==> src/common/tcc_pkg.sv <==
// package: register map, field layout, mode decoding and carriers of the capture/compare block
package tcc_pkg;
  localparam int CNT_W = 16;
  localparam int ADDR_W = 8;
  localparam int DATA_W = 32;
  localparam int FILTER_SAMPLES = 4;
  // register byte addresses, one 32-bit word each, data in the low byte lane except the control word
  localparam logic [ADDR_W-1:0] ADDR_CTRL = 8'h00;
  localparam logic [ADDR_W-1:0] ADDR_CNT_LO = 8'h04;
  localparam logic [ADDR_W-1:0] ADDR_CNT_HI = 8'h08;
  localparam logic [ADDR_W-1:0] ADDR_CAP_LO = 8'h0C;
  localparam logic [ADDR_W-1:0] ADDR_CAP_HI = 8'h10;
  localparam logic [ADDR_W-1:0] ADDR_CMPA_LO = 8'h14;
  localparam logic [ADDR_W-1:0] ADDR_CMPA_HI = 8'h18;
  localparam logic [ADDR_W-1:0] ADDR_CMPB_LO = 8'h1C;
  localparam logic [ADDR_W-1:0] ADDR_CMPB_HI = 8'h20;
  localparam logic [ADDR_W-1:0] ADDR_FLAGS = 8'h24;
  localparam logic [ADDR_W-1:0] ADDR_FORCE = 8'h28;
  // control word fields
  localparam int CTRL_MODE_LSB = 0;
  localparam int CTRL_FILT_BIT = 4;
  localparam int CTRL_EDGE_BIT = 5;
  localparam int CTRL_CSEL_BIT = 6;
  localparam int CTRL_COMA_LSB = 8;
  localparam int CTRL_COMB_LSB = 10;
  localparam int CTRL_IEN_LSB = 12;
  // status and force word fields
  localparam int FLAG_CAP_BIT = 0;
  localparam int FLAG_CMP_LSB = 1;
  localparam int FLAG_OUT_LSB = 4;
  localparam int FORCE_LSB = 0;
  // compare output actions
  localparam logic [1:0] COM_NONE = 2'h0;
  localparam logic [1:0] COM_TOGGLE = 2'h1;
  localparam logic [1:0] COM_CLEAR = 2'h2;
  localparam logic [1:0] COM_SET = 2'h3;
  // ceiling constants
  localparam logic [CNT_W-1:0] TOP_8BIT = 16'h00FF;
  localparam logic [CNT_W-1:0] TOP_9BIT = 16'h01FF;
  localparam logic [CNT_W-1:0] TOP_10BIT = 16'h03FF;
  localparam logic [CNT_W-1:0] TOP_MAX = 16'hFFFF;
  localparam logic [CNT_W-1:0] BOTTOM = 16'h0000;
  localparam logic OUT_STATE_RESET = 1'b0;
  typedef struct packed {
    logic [2:0] irqEnable;
    logic [1:0] comModeB;
    logic [1:0] comModeA;
    logic compSelect;
    logic edgeRising;
    logic filterEnable;
    logic [3:0] waveMode;
  } tcc_ctrl_t;
  localparam tcc_ctrl_t CTRL_RESET = tcc_ctrl_t'(14'h0000);
  typedef struct packed {
    logic hsel;
    logic [1:0] htrans;
    logic hwrite;
    logic [2:0] hsize;
    logic [ADDR_W-1:0] haddr;
  } tcc_ahb_req_t;
  typedef struct packed {
    logic topFromCap;
    logic topFromCmpA;
    logic pwm;
    logic fast;
    logic updBottom;
    logic [CNT_W-1:0] fixedTop;
  } tcc_mode_t;
  // waveform mode decoding
  function automatic tcc_mode_t decodeMode(input logic [3:0] m);
    tcc_mode_t d;
    d.topFromCap = (m == 4'h8) || (m == 4'hA) || (m == 4'hC) || (m == 4'hE);
    d.topFromCmpA = (m == 4'h4) || (m == 4'h9) || (m == 4'hB) || (m == 4'hF);
    d.pwm = !((m == 4'h0) || (m == 4'h4) || (m == 4'hC) || (m == 4'hD));
    d.fast = (m == 4'h5) || (m == 4'h6) || (m == 4'h7) || (m == 4'hE) || (m == 4'hF);
    d.updBottom = (m == 4'h8) || (m == 4'h9);
    case (m)
      4'h1, 4'h5: d.fixedTop = TOP_8BIT;
      4'h2, 4'h6: d.fixedTop = TOP_9BIT;
      4'h3, 4'h7: d.fixedTop = TOP_10BIT;
      default: d.fixedTop = TOP_MAX;
    endcase
    return d;
  endfunction
endpackage

==> src/hdl/tcc_capture_compare.sv <==
// capture unit, two compare channels and AHB-Lite register slave of the 16-bit timer
// Contract
// - selected edge of trigger source copies full counter into capture value
// - capture flag rises in the same cycle as the copy
// - enabled capture flag requests interrupt; cleared by service or writing one
// - reading capture low byte loads high byte into shared latch, read later
// - capture value writable only in capture-ceiling modes, high byte first
// - comparator select picks comparator output; switching may capture, software clears flag
// - filter needs four equal samples, adds four clocks, ignores prescaler
// - capture input stays active except in capture-ceiling modes
// - capture pin sampled whoever drives it, so software can trigger
// - every capture overwrites the capture value, no overrun guard
// - enabled compare flag requests interrupt; cleared by service or writing one
// - channel A compare value can be the counter ceiling
// - compare double buffered in PWM modes, loaded at ceiling or zero
// - CPU reaches buffer or compare register; reads bypass high latch
// - compare high byte goes to latch; low write loads all sixteen bits
// - force in non-PWM modes acts like match without flag or counter change
// - counter write blocks compare matches on the next timer tick
// - counter written to variable ceiling misses ceiling match, counts on
// - compare output state kept across waveform mode changes
// - compare output mode bits act immediately, unbuffered
// - CPU counter write beats simultaneous clear or count
// - reset clears each compare output state
//
// Our own choices: the AHB-Lite register port and the placing of the registers.
`timescale 1ns/1ns
`default_nettype none
module tcc_capture_compare (
  input wire logic clk,
  input wire logic srst,
  input wire tcc_pkg::tcc_ahb_req_t ahbReq,
  input wire logic hready,
  input wire logic [tcc_pkg::DATA_W-1:0] hwdata,
  output logic hreadyout,
  output logic hresp,
  output logic [tcc_pkg::DATA_W-1:0] hrdata,
  input wire logic [tcc_pkg::CNT_W-1:0] counterValue,
  input wire logic timerTick,
  input wire logic capturePin,
  input wire logic comparatorOutput,
  input wire logic [2:0] irqAck,
  output logic [2:0] irqRequest,
  output logic counterWriteStb,
  output logic [tcc_pkg::CNT_W-1:0] counterWriteValue,
  output logic ceilingMatch,
  output logic [1:0] compareMatch,
  output logic [1:0] compareOutputState
);
  import tcc_pkg::*;
  logic pinMeta_r;
  logic pinSync_r;
  logic cmpMeta_r;
  logic cmpSync_r;
  logic trigRaw;
  logic trigFilt;
  logic trig;
  logic trigPrev_r;
  logic inputOn;
  logic capEvent;
  tcc_ctrl_t ctrl_r;
  tcc_mode_t mode;
  logic addrAccept;
  logic rdAccept;
  logic dpWrite_r;
  logic [ADDR_W-1:0] dpAddr_r;
  logic [DATA_W-1:0] hrdata_r;
  logic [DATA_W-1:0] rdNxt;
  logic [7:0] hiLatch_r;
  logic [CNT_W-1:0] wrLowValue;
  logic wrHi;
  logic rdCapLo;
  logic rdCntLo;
  logic [CNT_W-1:0] capValue_r;
  logic capFlag_r;
  logic capClr;
  logic cntWrStb_r;
  logic [CNT_W-1:0] cntWrVal_r;
  logic block_r;
  logic [CNT_W-1:0] topValue;
  logic atTop;
  logic atBottom;
  logic [CNT_W-1:0] cmpValue [2];
  logic [CNT_W-1:0] cmpRead [2];
  logic [1:0] cmpFlag;
  logic [1:0] cmpMatch;
  logic [1:0] cmpOut;

  // two-stage synchronisers for the capture pin and comparator output
  always_ff @(posedge clk) begin
    if (srst) begin
      pinMeta_r <= 1'b0;
      pinSync_r <= 1'b0;
      cmpMeta_r <= 1'b0;
      cmpSync_r <= 1'b0;
    end else begin
      pinMeta_r <= capturePin;
      pinSync_r <= pinMeta_r;
      cmpMeta_r <= comparatorOutput;
      cmpSync_r <= cmpMeta_r;
    end
  end

  // trigger source, optional filter and edge detection
  assign mode = decodeMode(ctrl_r.waveMode);
  assign trigRaw = ctrl_r.compSelect ? cmpSync_r : pinSync_r;
  tcc_noise_filter #(
    .SAMPLES(FILTER_SAMPLES)
  ) u_filter (
    .clk(clk),
    .srst(srst),
    .sampleIn(trigRaw),
    .filtOut(trigFilt)
  );
  assign trig = ctrl_r.filterEnable ? trigFilt : trigRaw;
  assign inputOn = !mode.topFromCap;
  assign capEvent = inputOn && (trig != trigPrev_r) && (trig == ctrl_r.edgeRising);

  // previous trigger level for the edge detector
  always_ff @(posedge clk) begin
    if (srst) trigPrev_r <= 1'b0;
    else trigPrev_r <= trig;
  end

  // AHB-Lite address phase capture, zero wait states
  assign addrAccept = ahbReq.hsel && ahbReq.htrans[1] && hready;
  assign rdAccept = addrAccept && !ahbReq.hwrite;
  assign rdCapLo = rdAccept && (ahbReq.haddr == ADDR_CAP_LO);
  assign rdCntLo = rdAccept && (ahbReq.haddr == ADDR_CNT_LO);
  always_ff @(posedge clk) begin
    if (srst) begin
      dpWrite_r <= 1'b0;
      dpAddr_r <= '0;
    end else begin
      dpWrite_r <= addrAccept && ahbReq.hwrite;
      dpAddr_r <= ahbReq.haddr;
    end
  end
  assign hreadyout = 1'b1;
  assign hresp = 1'b0;

  // shared high-byte latch, a read of a low byte wins over a high-byte write
  assign wrHi = dpWrite_r && ((dpAddr_r == ADDR_CNT_HI) || (dpAddr_r == ADDR_CAP_HI) ||
    (dpAddr_r == ADDR_CMPA_HI) || (dpAddr_r == ADDR_CMPB_HI));
  always_ff @(posedge clk) begin
    if (srst) hiLatch_r <= 8'h00;
    else if (rdCapLo) hiLatch_r <= capValue_r[15:8];
    else if (rdCntLo) hiLatch_r <= counterValue[15:8];
    else if (wrHi) hiLatch_r <= hwdata[7:0];
  end
  assign wrLowValue = {hiLatch_r, hwdata[7:0]};

  // control register
  always_ff @(posedge clk) begin
    if (srst) begin
      ctrl_r <= CTRL_RESET;
    end else if (dpWrite_r && dpAddr_r == ADDR_CTRL) begin
      ctrl_r.waveMode <= hwdata[CTRL_MODE_LSB +: 4];
      ctrl_r.filterEnable <= hwdata[CTRL_FILT_BIT];
      ctrl_r.edgeRising <= hwdata[CTRL_EDGE_BIT];
      ctrl_r.compSelect <= hwdata[CTRL_CSEL_BIT];
      ctrl_r.comModeA <= hwdata[CTRL_COMA_LSB +: 2];
      ctrl_r.comModeB <= hwdata[CTRL_COMB_LSB +: 2];
      ctrl_r.irqEnable <= hwdata[CTRL_IEN_LSB +: 3];
    end
  end

  // capture value: every event overwrites, CPU write only as ceiling
  always_ff @(posedge clk) begin
    if (srst) capValue_r <= '0;
    else if (capEvent) capValue_r <= counterValue;
    else if (dpWrite_r && dpAddr_r == ADDR_CAP_LO && mode.topFromCap) begin
      capValue_r <= wrLowValue;
    end
  end

  // capture flag, an event wins over a clear
  assign capClr = (dpWrite_r && dpAddr_r == ADDR_FLAGS && hwdata[FLAG_CAP_BIT]) || irqAck[0];
  always_ff @(posedge clk) begin
    if (srst) capFlag_r <= 1'b0;
    else if (capEvent) capFlag_r <= 1'b1;
    else if (capClr) capFlag_r <= 1'b0;
  end

  // counter write strobe to the counter, which lets it override count and clear
  always_ff @(posedge clk) begin
    if (srst) begin
      cntWrStb_r <= 1'b0;
      cntWrVal_r <= '0;
    end else begin
      cntWrStb_r <= dpWrite_r && dpAddr_r == ADDR_CNT_LO;
      if (dpWrite_r && dpAddr_r == ADDR_CNT_LO) cntWrVal_r <= wrLowValue;
    end
  end
  assign counterWriteStb = cntWrStb_r;
  assign counterWriteValue = cntWrVal_r;

  // match blocking after a counter write, held until a timer tick, stopped or not
  always_ff @(posedge clk) begin
    if (srst) block_r <= 1'b0;
    else if (cntWrStb_r) block_r <= 1'b1;
    else if (timerTick) block_r <= 1'b0;
  end

  // ceiling selection and ceiling match towards the counter
  assign topValue = mode.topFromCap ? capValue_r :
    (mode.topFromCmpA ? cmpValue[0] : mode.fixedTop);
  assign atTop = counterValue == topValue;
  assign atBottom = counterValue == BOTTOM;
  assign ceilingMatch = timerTick && atTop && !block_r;

  // the two compare channels
  for (genvar i = 0; i < 2; i++) begin : g_ch
    localparam logic [ADDR_W-1:0] LO_ADDR = (i == 0) ? ADDR_CMPA_LO : ADDR_CMPB_LO;
    logic wrStb;
    logic forceStb;
    logic flagClr;
    assign wrStb = dpWrite_r && dpAddr_r == LO_ADDR;
    assign forceStb = dpWrite_r && dpAddr_r == ADDR_FORCE && hwdata[FORCE_LSB + i] &&
      !mode.pwm;
    assign flagClr = (dpWrite_r && dpAddr_r == ADDR_FLAGS && hwdata[FLAG_CMP_LSB + i]) ||
      irqAck[i + 1];
    tcc_compare_channel #(
      .W(CNT_W)
    ) u_ch (
      .clk(clk),
      .srst(srst),
      .counterValue(counterValue),
      .timerTick(timerTick),
      .atTop(atTop),
      .atBottom(atBottom),
      .mode(mode),
      .comMode(i == 0 ? ctrl_r.comModeA : ctrl_r.comModeB),
      .wrStb(wrStb),
      .wrValue(wrLowValue),
      .forceStb(forceStb),
      .blockMatch(block_r),
      .flagClr(flagClr),
      .compareValue(cmpValue[i]),
      .readValue(cmpRead[i]),
      .matchPulse(cmpMatch[i]),
      .flag(cmpFlag[i]),
      .outState(cmpOut[i])
    );
  end
  assign compareMatch = cmpMatch;
  assign compareOutputState = cmpOut;

  // interrupt requests towards the CPU
  assign irqRequest[0] = capFlag_r && ctrl_r.irqEnable[0];
  assign irqRequest[1] = cmpFlag[0] && ctrl_r.irqEnable[1];
  assign irqRequest[2] = cmpFlag[1] && ctrl_r.irqEnable[2];

  // read data selection in the address phase
  always_comb begin
    rdNxt = '0;
    case (ahbReq.haddr)
      ADDR_CTRL: begin
        rdNxt[CTRL_MODE_LSB +: 4] = ctrl_r.waveMode;
        rdNxt[CTRL_FILT_BIT] = ctrl_r.filterEnable;
        rdNxt[CTRL_EDGE_BIT] = ctrl_r.edgeRising;
        rdNxt[CTRL_CSEL_BIT] = ctrl_r.compSelect;
        rdNxt[CTRL_COMA_LSB +: 2] = ctrl_r.comModeA;
        rdNxt[CTRL_COMB_LSB +: 2] = ctrl_r.comModeB;
        rdNxt[CTRL_IEN_LSB +: 3] = ctrl_r.irqEnable;
      end
      ADDR_CNT_LO: rdNxt[7:0] = counterValue[7:0];
      ADDR_CNT_HI: rdNxt[7:0] = hiLatch_r;
      ADDR_CAP_LO: rdNxt[7:0] = capValue_r[7:0];
      ADDR_CAP_HI: rdNxt[7:0] = hiLatch_r;
      ADDR_CMPA_LO: rdNxt[7:0] = cmpRead[0][7:0];
      ADDR_CMPA_HI: rdNxt[7:0] = cmpRead[0][15:8];
      ADDR_CMPB_LO: rdNxt[7:0] = cmpRead[1][7:0];
      ADDR_CMPB_HI: rdNxt[7:0] = cmpRead[1][15:8];
      ADDR_FLAGS: begin
        rdNxt[FLAG_CAP_BIT] = capFlag_r;
        rdNxt[FLAG_CMP_LSB +: 2] = cmpFlag;
        rdNxt[FLAG_OUT_LSB +: 2] = cmpOut;
      end
      default: rdNxt = '0;
    endcase
  end

  // registered read data, valid in the data phase
  always_ff @(posedge clk) begin
    if (srst) hrdata_r <= '0;
    else if (rdAccept) hrdata_r <= rdNxt;
  end
  assign hrdata = hrdata_r;
endmodule
`default_nettype wire

==> src/hdl/tcc_compare_channel.sv <==
// one compare channel: compare value with buffer, match flag and output state
`timescale 1ns/1ns
`default_nettype none
module tcc_compare_channel #(
  parameter int W = 16
) (
  input wire logic clk,
  input wire logic srst,
  input wire logic [W-1:0] counterValue,
  input wire logic timerTick,
  input wire logic atTop,
  input wire logic atBottom,
  input wire tcc_pkg::tcc_mode_t mode,
  input wire logic [1:0] comMode,
  input wire logic wrStb,
  input wire logic [W-1:0] wrValue,
  input wire logic forceStb,
  input wire logic blockMatch,
  input wire logic flagClr,
  output logic [W-1:0] compareValue,
  output logic [W-1:0] readValue,
  output logic matchPulse,
  output logic flag,
  output logic outState
);
  import tcc_pkg::*;
  logic [W-1:0] cmp_r;
  logic [W-1:0] buf_r;
  logic armed_r;
  logic flag_r;
  logic out_r;
  logic outNxt;
  logic transfer;
  if (W < 2) begin : g_chk
    $error("tcc_compare_channel width too small");
  end
  assign transfer = mode.pwm && timerTick && (mode.updBottom ? atBottom : atTop);
  // compare register and its buffer
  always_ff @(posedge clk) begin
    if (srst) begin
      cmp_r <= '0;
      buf_r <= '0;
    end else begin
      if (wrStb) buf_r <= wrValue;
      if (wrStb && !mode.pwm) cmp_r <= wrValue;
      else if (transfer) cmp_r <= buf_r;
    end
  end
  // match seen at one tick is acted on at the next
  always_ff @(posedge clk) begin
    if (srst) armed_r <= 1'b0;
    else if (timerTick) armed_r <= (counterValue == cmp_r) && !blockMatch;
  end
  assign matchPulse = timerTick && armed_r;
  // sticky flag, a new match wins over a clear
  always_ff @(posedge clk) begin
    if (srst) flag_r <= 1'b0;
    else if (matchPulse) flag_r <= 1'b1;
    else if (flagClr) flag_r <= 1'b0;
  end
  // output state action, mode bits used unbuffered
  always_comb begin
    outNxt = out_r;
    if (!mode.pwm) begin
      if (matchPulse || forceStb) begin
        case (comMode)
          COM_TOGGLE: outNxt = !out_r;
          COM_CLEAR: outNxt = 1'b0;
          COM_SET: outNxt = 1'b1;
          default: outNxt = out_r;
        endcase
      end
    end else begin
      if (mode.fast && timerTick && atBottom && comMode[1]) outNxt = !comMode[0];
      if (matchPulse && comMode[1]) outNxt = comMode[0];
    end
  end
  // output state survives mode changes
  always_ff @(posedge clk) begin
    if (srst) out_r <= OUT_STATE_RESET;
    else out_r <= outNxt;
  end
  assign compareValue = cmp_r;
  assign readValue = mode.pwm ? buf_r : cmp_r;
  assign flag = flag_r;
  assign outState = out_r;
endmodule
`default_nettype wire

==> src/hdl/tcc_noise_filter.sv <==
// digital noise filter: output follows the input only after equal consecutive samples
`timescale 1ns/1ns
`default_nettype none
module tcc_noise_filter #(
  parameter int SAMPLES = 4
) (
  input wire logic clk,
  input wire logic srst,
  input wire logic sampleIn,
  output logic filtOut
);
  import tcc_pkg::*;
  logic [SAMPLES-2:0] hist_r;
  logic filt_r;
  // the history slice below needs at least two stored samples
  if (SAMPLES < 3) begin : g_chk
    $error("tcc_noise_filter needs at least three samples");
  end
  // sample history and output update on unanimous samples
  always_ff @(posedge clk) begin
    if (srst) begin
      hist_r <= '0;
      filt_r <= 1'b0;
    end else begin
      hist_r <= {hist_r[SAMPLES-3:0], sampleIn};
      if (&{hist_r, sampleIn}) filt_r <= 1'b1;
      else if (!(|{hist_r, sampleIn})) filt_r <= 1'b0;
    end
  end
  assign filtOut = filt_r;
endmodule
`default_nettype wire

==> config.mk <==
export PLATFORM = sky130hd
export DESIGN_NAME = tcc_capture_compare
export DESIGN_NICKNAME = d
export VERILOG_FILES = /design/src/common/tcc_pkg.sv /design/src/hdl/tcc_capture_compare.sv /design/src/hdl/tcc_compare_channel.sv /design/src/hdl/tcc_noise_filter.sv
export SDC_FILE = /design/constraint.sdc
export NUM_CORES = 1
export LEC_CHECK = 0
export ABC_AREA = 1
export BUFFER_PORTS_ARGS = -buffer_cell sky130_fd_sc_hd__buf_4
export CAP_MARGIN = 5
export CORE_MARGIN = 3
export CORE_UTILIZATION = 50
export CTS_CLUSTER_SIZE = 24
export DETAILED_ROUTE_END_ITERATION = 7
export PLACE_DENSITY = 0.71
export SETUP_SLACK_MARGIN = 0.4
export SYNTH_ARGS = -nofsm -noshare
export SYNTH_HDL_FRONTEND = slang
export SYNTH_SLANG_ARGS = --single-unit
==> constraint.sdc <==
create_clock -name clk -period 6.1 [get_ports clk]
set_input_delay 0 -clock clk [delete_from_list [all_inputs] [get_ports clk]]
set_output_delay 0 -clock clk [all_outputs]
set_load 0.005 [all_outputs]
==> metrics.md, run 1 <==
| Metric | Value |
|---|---|
| Status | finished, final reports clean |
| Number of nets in the finished design | 1481 |
| Synthesized area divided by synthesized cell count | 6.61 sq um |
| Clock latency at the later pin of the worst-skew pair | 0.44 ns |
| Max Cap Violations | 0 |
| Most frequent standard cell in the layout excluding fill and tap cells | nand2_1 |
| Post-CTS Setup Inserts | 0 |
| Final cell utilization of the core | 0.621 |
| Total inserted antenna cells | 0 |
| Warning count from the yosys run | 0 |
| Overall die area | 0.0189 sq mm |
| Critical path launch point type | flop |
| Worst slew margin relative to its limit | 0.169 |
| Via count of the routed design | 9319 |
| TritonCTS clock tree | yes |
| Classification of the worst-slack hold path | input port to flop |
| Minimum period implied by the final worst setup slack | 3.80 ns |
| Total wire length | 30500 um |
| P per Cell Area | 224 mW/mm^2 |
| Post-synthesis compound-gate area fraction | 0.213 |
| Number of port buffers | 90 |
| RePlAce Congestion | 0.985 |
| Category of the worst setup path capture point | flop |
| Main combinational cell family by area after synthesis | simple AND/OR/NAND/NOR gates |
| Number of synthesized register bits | 160 |
| Detail-routed via count per cell | 5.68 |
| Count of distinct cell types in the synthesized netlist | 43 |
| Leakage power total | 4.30 nW |
| Transition time at the pin with the least slew margin | 1.24 ns |
| Number of DRC violations after detailed-routing iteration 0 | 1186 |
| Remaining design rule violation count | 0 |
| EDFF count, synth | 0 |
| Post-Synth XOR/XNOR Area | 0.0162 |
| Clock tree skew after final layout | 0.00819 ns |
| Share of post-route cells with drive strength above 1 | 0.116 |
| Core Box Area | 0.0168 sq mm |
| Simple-gate area share of the yosys netlist | 0.276 |
| TritonCTS buffer count | 17 |
| RSZ-0062 raised after global routing | no |
| Setup violation total in the final timing report | 0 |
| Proportion of synthesized chip area in sequential cells | 0.370 |
| DPL Wire Length | 21300 um |
| Post-synthesis instance area | 0.00866 sq mm |
| Overall Global Routing Usage | 0.322 |
| Max Root-Sink Buffers | 2 |
| Peak clock frequency supported by timing | 0.263 GHz |
| CP Data Arrival Time | 4.12 ns |
| Slack of the worst reg-to-reg path | 2.30 ns |
| WL per Instance | 18.6 um |
| Initial standard-cell utilization of the core | 0.516 |
| Portion of the clock cycle consumed by the worst path in the final layout | 0.623 |
| Most frequently used flop master after synthesis | dfxtp_1 |
| Pin count of the biggest net entering global routing | 76 |
| Standard-cell row count | 47 |
| Clock tree sinks | 160 |
| Total Negative Setup Slacks | 0 ns |
| Async set-reset flop share out of synthesis | 0 |
| Residual overflow from global routing | 0 |
| Final-report max-slew violation count | 0 |
| Gate Count Post-Synth | 1309 |
| Worst EP required | 6.42 ns |
| Area growth syn-to-layout | 20.3% |
| H-tree lvl count | 4 |
| First-pass GRT wire length | 46000 um |
| Leading cell types in the layout, fill and taps excluded | nand2_1, dfxtp_1, inv_1, nor2_1, o21ai_0 |
| Mux cell area share after synthesis | 0 |
| Largest vdd supply drop | 203 uV |
| I/O pin count | 131 |
| Biggest fanout along the worst timing path | 21 |
| First-pass DRT Iterations | 6 |
| Count of antenna-violating nets left after detailed routing | 0 |
| Die width | 138 um |
| Clock-pin slew on the worst setup and hold paths | 0.07 ns |
| Via count of the first global-routing pass | 8136 |
| Area share of fa/ha/maj cells after synthesis | 0 |
| Die boundary height | 138 um |
| Number of failing hold endpoints at the final stage | 0 |
| Buffer type at the clock tree root | clkbuf_16 |
| Initial antenna violation count | 0 |
| Category of the most critical setup path | flop to flop |
## cell families (layout without fill, tap and decap cells)
| logic type | Yosys count | count (layout) |
|---|---|---|
| AND/OR/NAND/NOR | 555 | 555 |
| AO/OA/AOI/OAI | 328 | 328 |
| buffers and inverters | 248 | 344 |
| flip-flops | 160 | 160 |
| XOR/XNOR | 16 | 16 |
| other | 2 | 19 |
## registers in the layout, summed over array words and instances (netlist names), 2 cells and up
name and cells:
hrdata 15, g_ch.u_ch.armed_r 2, counterWriteValue 16, g_ch.u_ch.flag 2
capValue_r 16, hiLatch_r 8, ctrl_r 14, g_ch.u_ch.outState 2
g_ch.u_ch.compareValue 32, g_ch.u_ch.buf_r 32, u_filter.hist_r 3, dpAddr_r 8
## stage by stage
step,worst slack (ns),cells,area [sq um],hold slack [ns],total power [mW]
after floorplan,4.19,1326,8720,0.0823,1.18
after global placement,2.57,1556,9270,0.201,1.24
after detailed placement,2.52,1556,9270,0.207,1.24
after CTS,2.46,1642,10400,0.0899,2.33
after global routing,2.10,1642,10400,0.133,2.40
final,2.30,1642,10400,0.0963,2.33
## report_power, final
group	internal (mW)	total [mW]	switching, mW
registers	1.05	1.06	0.00744
clock network	0.552	1.08	0.527
logic	0.0703	0.186	0.115
## critical path: stages (launching register included)
cell,delay (ns)
dfxtp_1,0.48
inv_2,0.09
nand2_2,0.39
inv_2,0.25
nand2_1,0.13
nand2_1,0.06
nand2_1,0.05
nand2_1,0.08
nor2_1,0.15
nand3_1,0.11
nor2_1,0.12
nand2_1,0.10
nand2_2,0.28
nand2_2,0.38
nand2_2,0.53
inv_2,0.23
nor2_1,0.14
nor2_1,0.07
## layout make-up
type                            instances  area, sq um
Clock buffer                           17          425
Clock inverter                         15          170
Fill cell                            1562         6350
Inverter                              159          597
Multi-Input combinational cell        918         4460
Sequential cell                       160         3200
Tap cell                              220          275
Timing Repair Buffer                  153         1280
## path summary, 6_finish.rpt
kind / startpoint / endpoint / depth (start not counted)
worst max-delay path: ctrl_r[0] / g_ch[0].u_ch.compareValue[2] / 17
worst min-delay path: counterValue[7] / g_ch[0].u_ch.armed_r / 6
worst max register to register: ctrl_r[0] / g_ch[0].u_ch.compareValue[2] / 17
worst min register to register: pinMeta_r / pinSync_r / 2
## cell usage after synthesis, drive strengths merged (5+ instances only)
cell,count,share of area
a211oi,12,0.010
nand3,79,0.046
nor2,128,0.056
a221oi,7,0.0071
clkbuf,47,0.020
buf,42,0.034
o22ai,19,0.014
nor3,14,0.011
a31oi,24,0.017
xor2,12,0.012
nand2,292,0.13
nand4,13,0.0094
inv,159,0.069
o21ai,133,0.077
or2,7,0.0051
o2111ai,5,0.0051
o211ai,14,0.012
dfxtp,160,0.37
nor4,18,0.014
a21oi,107,0.062
## per-layer routing
metal / vias to the layer above / share of wire / wire, um / global-route usage
li1: 4505 / - / - / -
met1: 4234 / 0.44 / 13300 / 0.465
met2: 510 / 0.42 / 12700 / 0.457
met3: 70 / 0.11 / 3420 / 0.0888
met4: 0 / 0.035 / 1080 / 0.118
met5: - / 0 / 0 / 0
## timing repair
action,CTS,global route
gates resized for setup,0,0
endpoints found under the hold margin,68,0
hold buffers,54,0
Note: power is estimated with default switching activity, not from simulation.
==> run 2: changes to the inputs <==
--- a/config.mk
+++ b/config.mk
@@ -5,14 +5,14 @@
 export SDC_FILE = /design/constraint.sdc
 export NUM_CORES = 1
 export LEC_CHECK = 0
-export ABC_AREA = 1
+export ABC_AREA = 0
 export BUFFER_PORTS_ARGS = -buffer_cell sky130_fd_sc_hd__buf_4
 export CAP_MARGIN = 5
 export CORE_MARGIN = 3
 export CORE_UTILIZATION = 50
 export CTS_CLUSTER_SIZE = 24
 export DETAILED_ROUTE_END_ITERATION = 7
-export PLACE_DENSITY = 0.71
+export PLACE_DENSITY = 0.74
 export SETUP_SLACK_MARGIN = 0.4
 export SYNTH_ARGS = -nofsm -noshare
 export SYNTH_HDL_FRONTEND = slang
==> constraint.sdc (replaced) <==
create_clock -name clk -period 3.3 [get_ports clk]
set_input_delay 0 -clock clk [delete_from_list [all_inputs] [get_ports clk]]
set_output_delay 0 -clock clk [all_outputs]
set_load 0.005 [all_outputs]
==> run 2 against run 1 <==
- clock power is 83% higher
- via count decreased by 1.6%
- highest routed layer unchanged
- sequential power increased by 86%
- combinational power is 78% higher
- clock skew grew 0.0081 ns
- critical path depth fell by 8
==> metrics.md, run 2 <==
| Metric | Value |
|---|---|
| Status | finished, final reports clean |
| Post-synthesis instance area | 0.00888 sq mm (+2.5%) |
| TritonCTS clock tree | yes |
| Area growth syn-to-layout | 20.4% |
| Count of distinct cell types in the synthesized netlist | 66 (+53%) |
| Via count of the routed design | 9167 (-1.6%) |
| DPL Wire Length | 21100 um (-1.1%) |
| First-pass GRT wire length | 47700 um (+3.8%) |
| Total Negative Setup Slacks | 0 ns (unchanged) |
| RSZ-0062 raised after global routing | yes |
| Dominant cell by count in the synthesized netlist | nand2_1 |
| Standard-cell row count | 48 (+2.1%) |
| Worst slew margin relative to its limit | 0.251 (+0.0818) |
| Die width | 139 um (+1.2%) |
| Number of port buffers | 90 (unchanged) |
| Top cells by instance count after synthesis | nand2_1, dfxtp_1, a21oi_1, nor2_1, clkbuf_1 |
| Biggest fanout along the worst timing path | 31 (+48%) |
| Core Box Area | 0.0174 sq mm (+3.6%) |
| Category of the most critical setup path | flop to flop |
| Overall Global Routing Usage | 0.311 (-0.0115) |
| WL per Instance | 21.3 um (+15%) |
| Setup violation total in the final timing report | 0 (unchanged) |
| Switching Share | 0.274 (-0.00523) |
| Category of the worst setup path capture point | flop |
| Transition time at the pin with the least slew margin | 1.12 ns (-0.117 ns) |
| Remaining design rule violation count | 0 (unchanged) |
| Total wire length | 31300 um (+2.7%) |
| Worst-case hold slack | 0.0989 ns (+0.00256 ns) |
| Number of placed instances with taps included | 1385 (-11%) |
| Detail-routed via count per cell | 6.24 (+10%) |
| Die boundary height | 139 um (+1.2%) |
| Initial standard-cell utilization of the core | 0.511 (-0.00507) |
| Via count of the first global-routing pass | 8334 (+2.4%) |
| Minimum period implied by the final worst setup slack | 2.86 ns (-0.937 ns) |
| First-pass DRT Iterations | 7 (+1) |
| Number of failing hold endpoints at the final stage | 0 (unchanged) |
| Max Root-Sink Buffers | 2 (unchanged) |
| Max Cap Violations | 0 (unchanged) |
| Clock network fraction of design power | 0.463 (about the same) |
| Largest vdd supply drop | 418 uV (+110%) |
| Warning count from the yosys run | 0 (unchanged) |
| Psw | 1.17 mW (+80%) |
| Crit-path max cell delay | 0.65 ns (+0.12 ns) |
| Setup WS post-layout | 0.439 ns (-1.86 ns) |
| TritonCTS buffer count | 17 (unchanged) |
| I/O pin count | 131 (unchanged) |
| Clock tree skew after final layout | 0.0163 ns (+0.00809 ns) |
| Count of antenna-violating nets left after detailed routing | 0 (unchanged) |
| H-tree lvl count | 4 (unchanged) |
| Final-report max-slew violation count | 0 (unchanged) |
| Clock-pin slew on the worst setup and hold paths | 0.07 ns (about the same) |
| Residual overflow from global routing | 0 (unchanged) |
| Async set-reset flop share out of synthesis | 0 (unchanged) |
| Number of DRC violations after detailed-routing iteration 0 | 1054 (-11%) |
| Sequential share of power | 0.460 (+0.004) |
| Peak clock frequency supported by timing | 0.350 GHz (+33%) |
| Leading area contributor after synthesis | dfxtp_1 |
| Clock latency at the later pin of the worst-skew pair | 0.44 ns (about the same) |
| Proportion of synthesized chip area in sequential cells | 0.361 (-0.00918) |
| Fin cells | 1469 (-11%) |
| Critical path launch point type | flop |
| RePlAce Congestion | 0.982 (-0.24%) |
| Most frequent standard cell in the layout excluding fill and tap cells | nand2_1 |
| Gate Count Post-Synth | 1156 (-12%) |
| Cell-internal power | 3.11 mW (+85%) |
| Overall die area | 0.0194 sq mm (+2.4%) |
| Share of post-route cells with drive strength above 1 | 0.158 (+0.0425) |
| Most frequently used flop master after synthesis | dfxtp_1 |
| Classification of the worst-slack hold path | input port to flop |
| Synthesized area divided by synthesized cell count | 7.68 sq um (+16%) |
| CP Data Arrival Time | 3.22 ns (-0.90 ns) |
| Combinational cell fraction of total power | 0.077 (-0.003) |
| Portion of the clock cycle consumed by the worst path in the final layout | 0.867 (+0.244) |
| Share of Yosys cell area claimed by the top area cell type | 0.361 (-0.00918) |
| Initial antenna violation count | 0 (unchanged) |
| Ranking of synthesized cells by area | dfxtp_1, nand2_1, a21oi_1 |
| Leading cell types in the layout, fill and taps excluded | nand2_1, dfxtp_1, buf_4, a21oi_1, nor2_1 |
| Master of the slowest instance on the critical path | or4b_2 |
| Number of nets in the finished design | 1302 (-12%) |
| P per Cell Area | 400 mW/mm^2 (+79%) |
| Worst EP required | 3.66 ns (-2.76 ns) |
| Post-placement worst setup slack | 0.299 ns (-2.22 ns) |
| EDFF count, synth | 0 (unchanged) |
| Buffer type at the clock tree root | clkbuf_16 |
| Leakage power total | 4.06 nW (-5.5%) |
| Final cell utilization of the core | 0.616 (-0.00528) |
| Critical path, cell by cell | nand2b_1 > a221o_1 > o21ai_0 > a211oi_1 > a2111oi_2 > and4_4 > buf_12 > or4b_2 > a31oi_1 |
| Pin count of the biggest net entering global routing | 64 (-16%) |
| Clock tree sinks | 160 (unchanged) |
| Number of synthesized register bits | 160 (unchanged) |
[run 2: final timing paths]
kind / cells past startpoint / slack [ns] / startpoint / endpoint
setup / recovery: 9 / 0.44 / ctrl_r[0] / g_ch[1].u_ch.compareValue[1]
hold / removal: 2 / 0.1 / srst / pinSync_r
setup reg to reg: 9 / 0.44 / ctrl_r[0] / g_ch[1].u_ch.compareValue[1]
hold reg to reg: 1 / 0.44 / pinMeta_r / pinSync_r
[run 2: area by class of cell]
type | instances | area (sq um)
Clock inverter | 15 | 165
Inverter | 25 | 93.8
Tap cell | 225 | 282
Timing Repair Buffer | 175 | 1490
Clock buffer | 17 | 425
Antenna cell | 1 | 2.50
Multi-Input combinational cell | 851 | 5020
Fill cell | 1544 | 6670
Sequential cell | 160 | 3210
[run 2: critical path, delay by kind of cell, from the launching register on]
kind	cells	cell delay (ns)
buffers and inverters	1	0.17
AND/OR/NAND/NOR	3	1.14
flip-flops	1	0.46
AO/OA/AOI/OAI	5	1.00
[run 2: power by group through the flow]
stage          clock network (mW)  logic [mW]  registers [mW]
3_3_place_gp                    0       0.270            2.01
3_5_place_dp                    0       0.271            2.01
6_report                     1.98       0.331            1.97
2_1_floorplan                   0       0.185            2.00
5_1_grt                      2.07       0.350            1.97
4_1_cts                      1.99       0.317            1.97
[run 2: repair_timing]
action,4_1_cts,5_1_grt
gates cloned,1,0
hold buffers,48,0
pin swaps,0,4
setup endpoints to repair,24,34
hold endpoints to repair,79,0
setup buffers,0,2
resized for setup,3,10
[run 2: layer usage]
layer | GRT usage | vias to the layer above | wire, um
met5 | 0 | - | 0
met4 | 0.123 | 0 | 1260
met3 | 0.0574 | 85 | 3200
met2 | 0.474 | 525 | 13900
met1 | 0.436 | 4343 | 12900
li1 | - | 4214 | -
[run 2: cells by family after synthesis]
logic type                count (synthesis)  share of synthesized area
xor gates and xnor gates                 30                     0.0296
buffers and inverters                   162                     0.0870
other                                     2                   0.000846
AOI/OAI and AO/OA                       301                      0.225
and+or+nand+nor                         458                      0.247
DFF                                     160                      0.361
muxes                                    43                     0.0492
[run 2: per-stage QoR]
| stage | total power, mW | cell area [sq um] |
|---|---|---|
| global placement | 2.28 | 9520 |
| global route | 4.39 | 10700 |
| CTS | 4.27 | 10600 |
| finish | 4.28 | 10700 |
| floorplan | 2.19 | 8940 |
| detailed placement | 2.28 | 9520 |
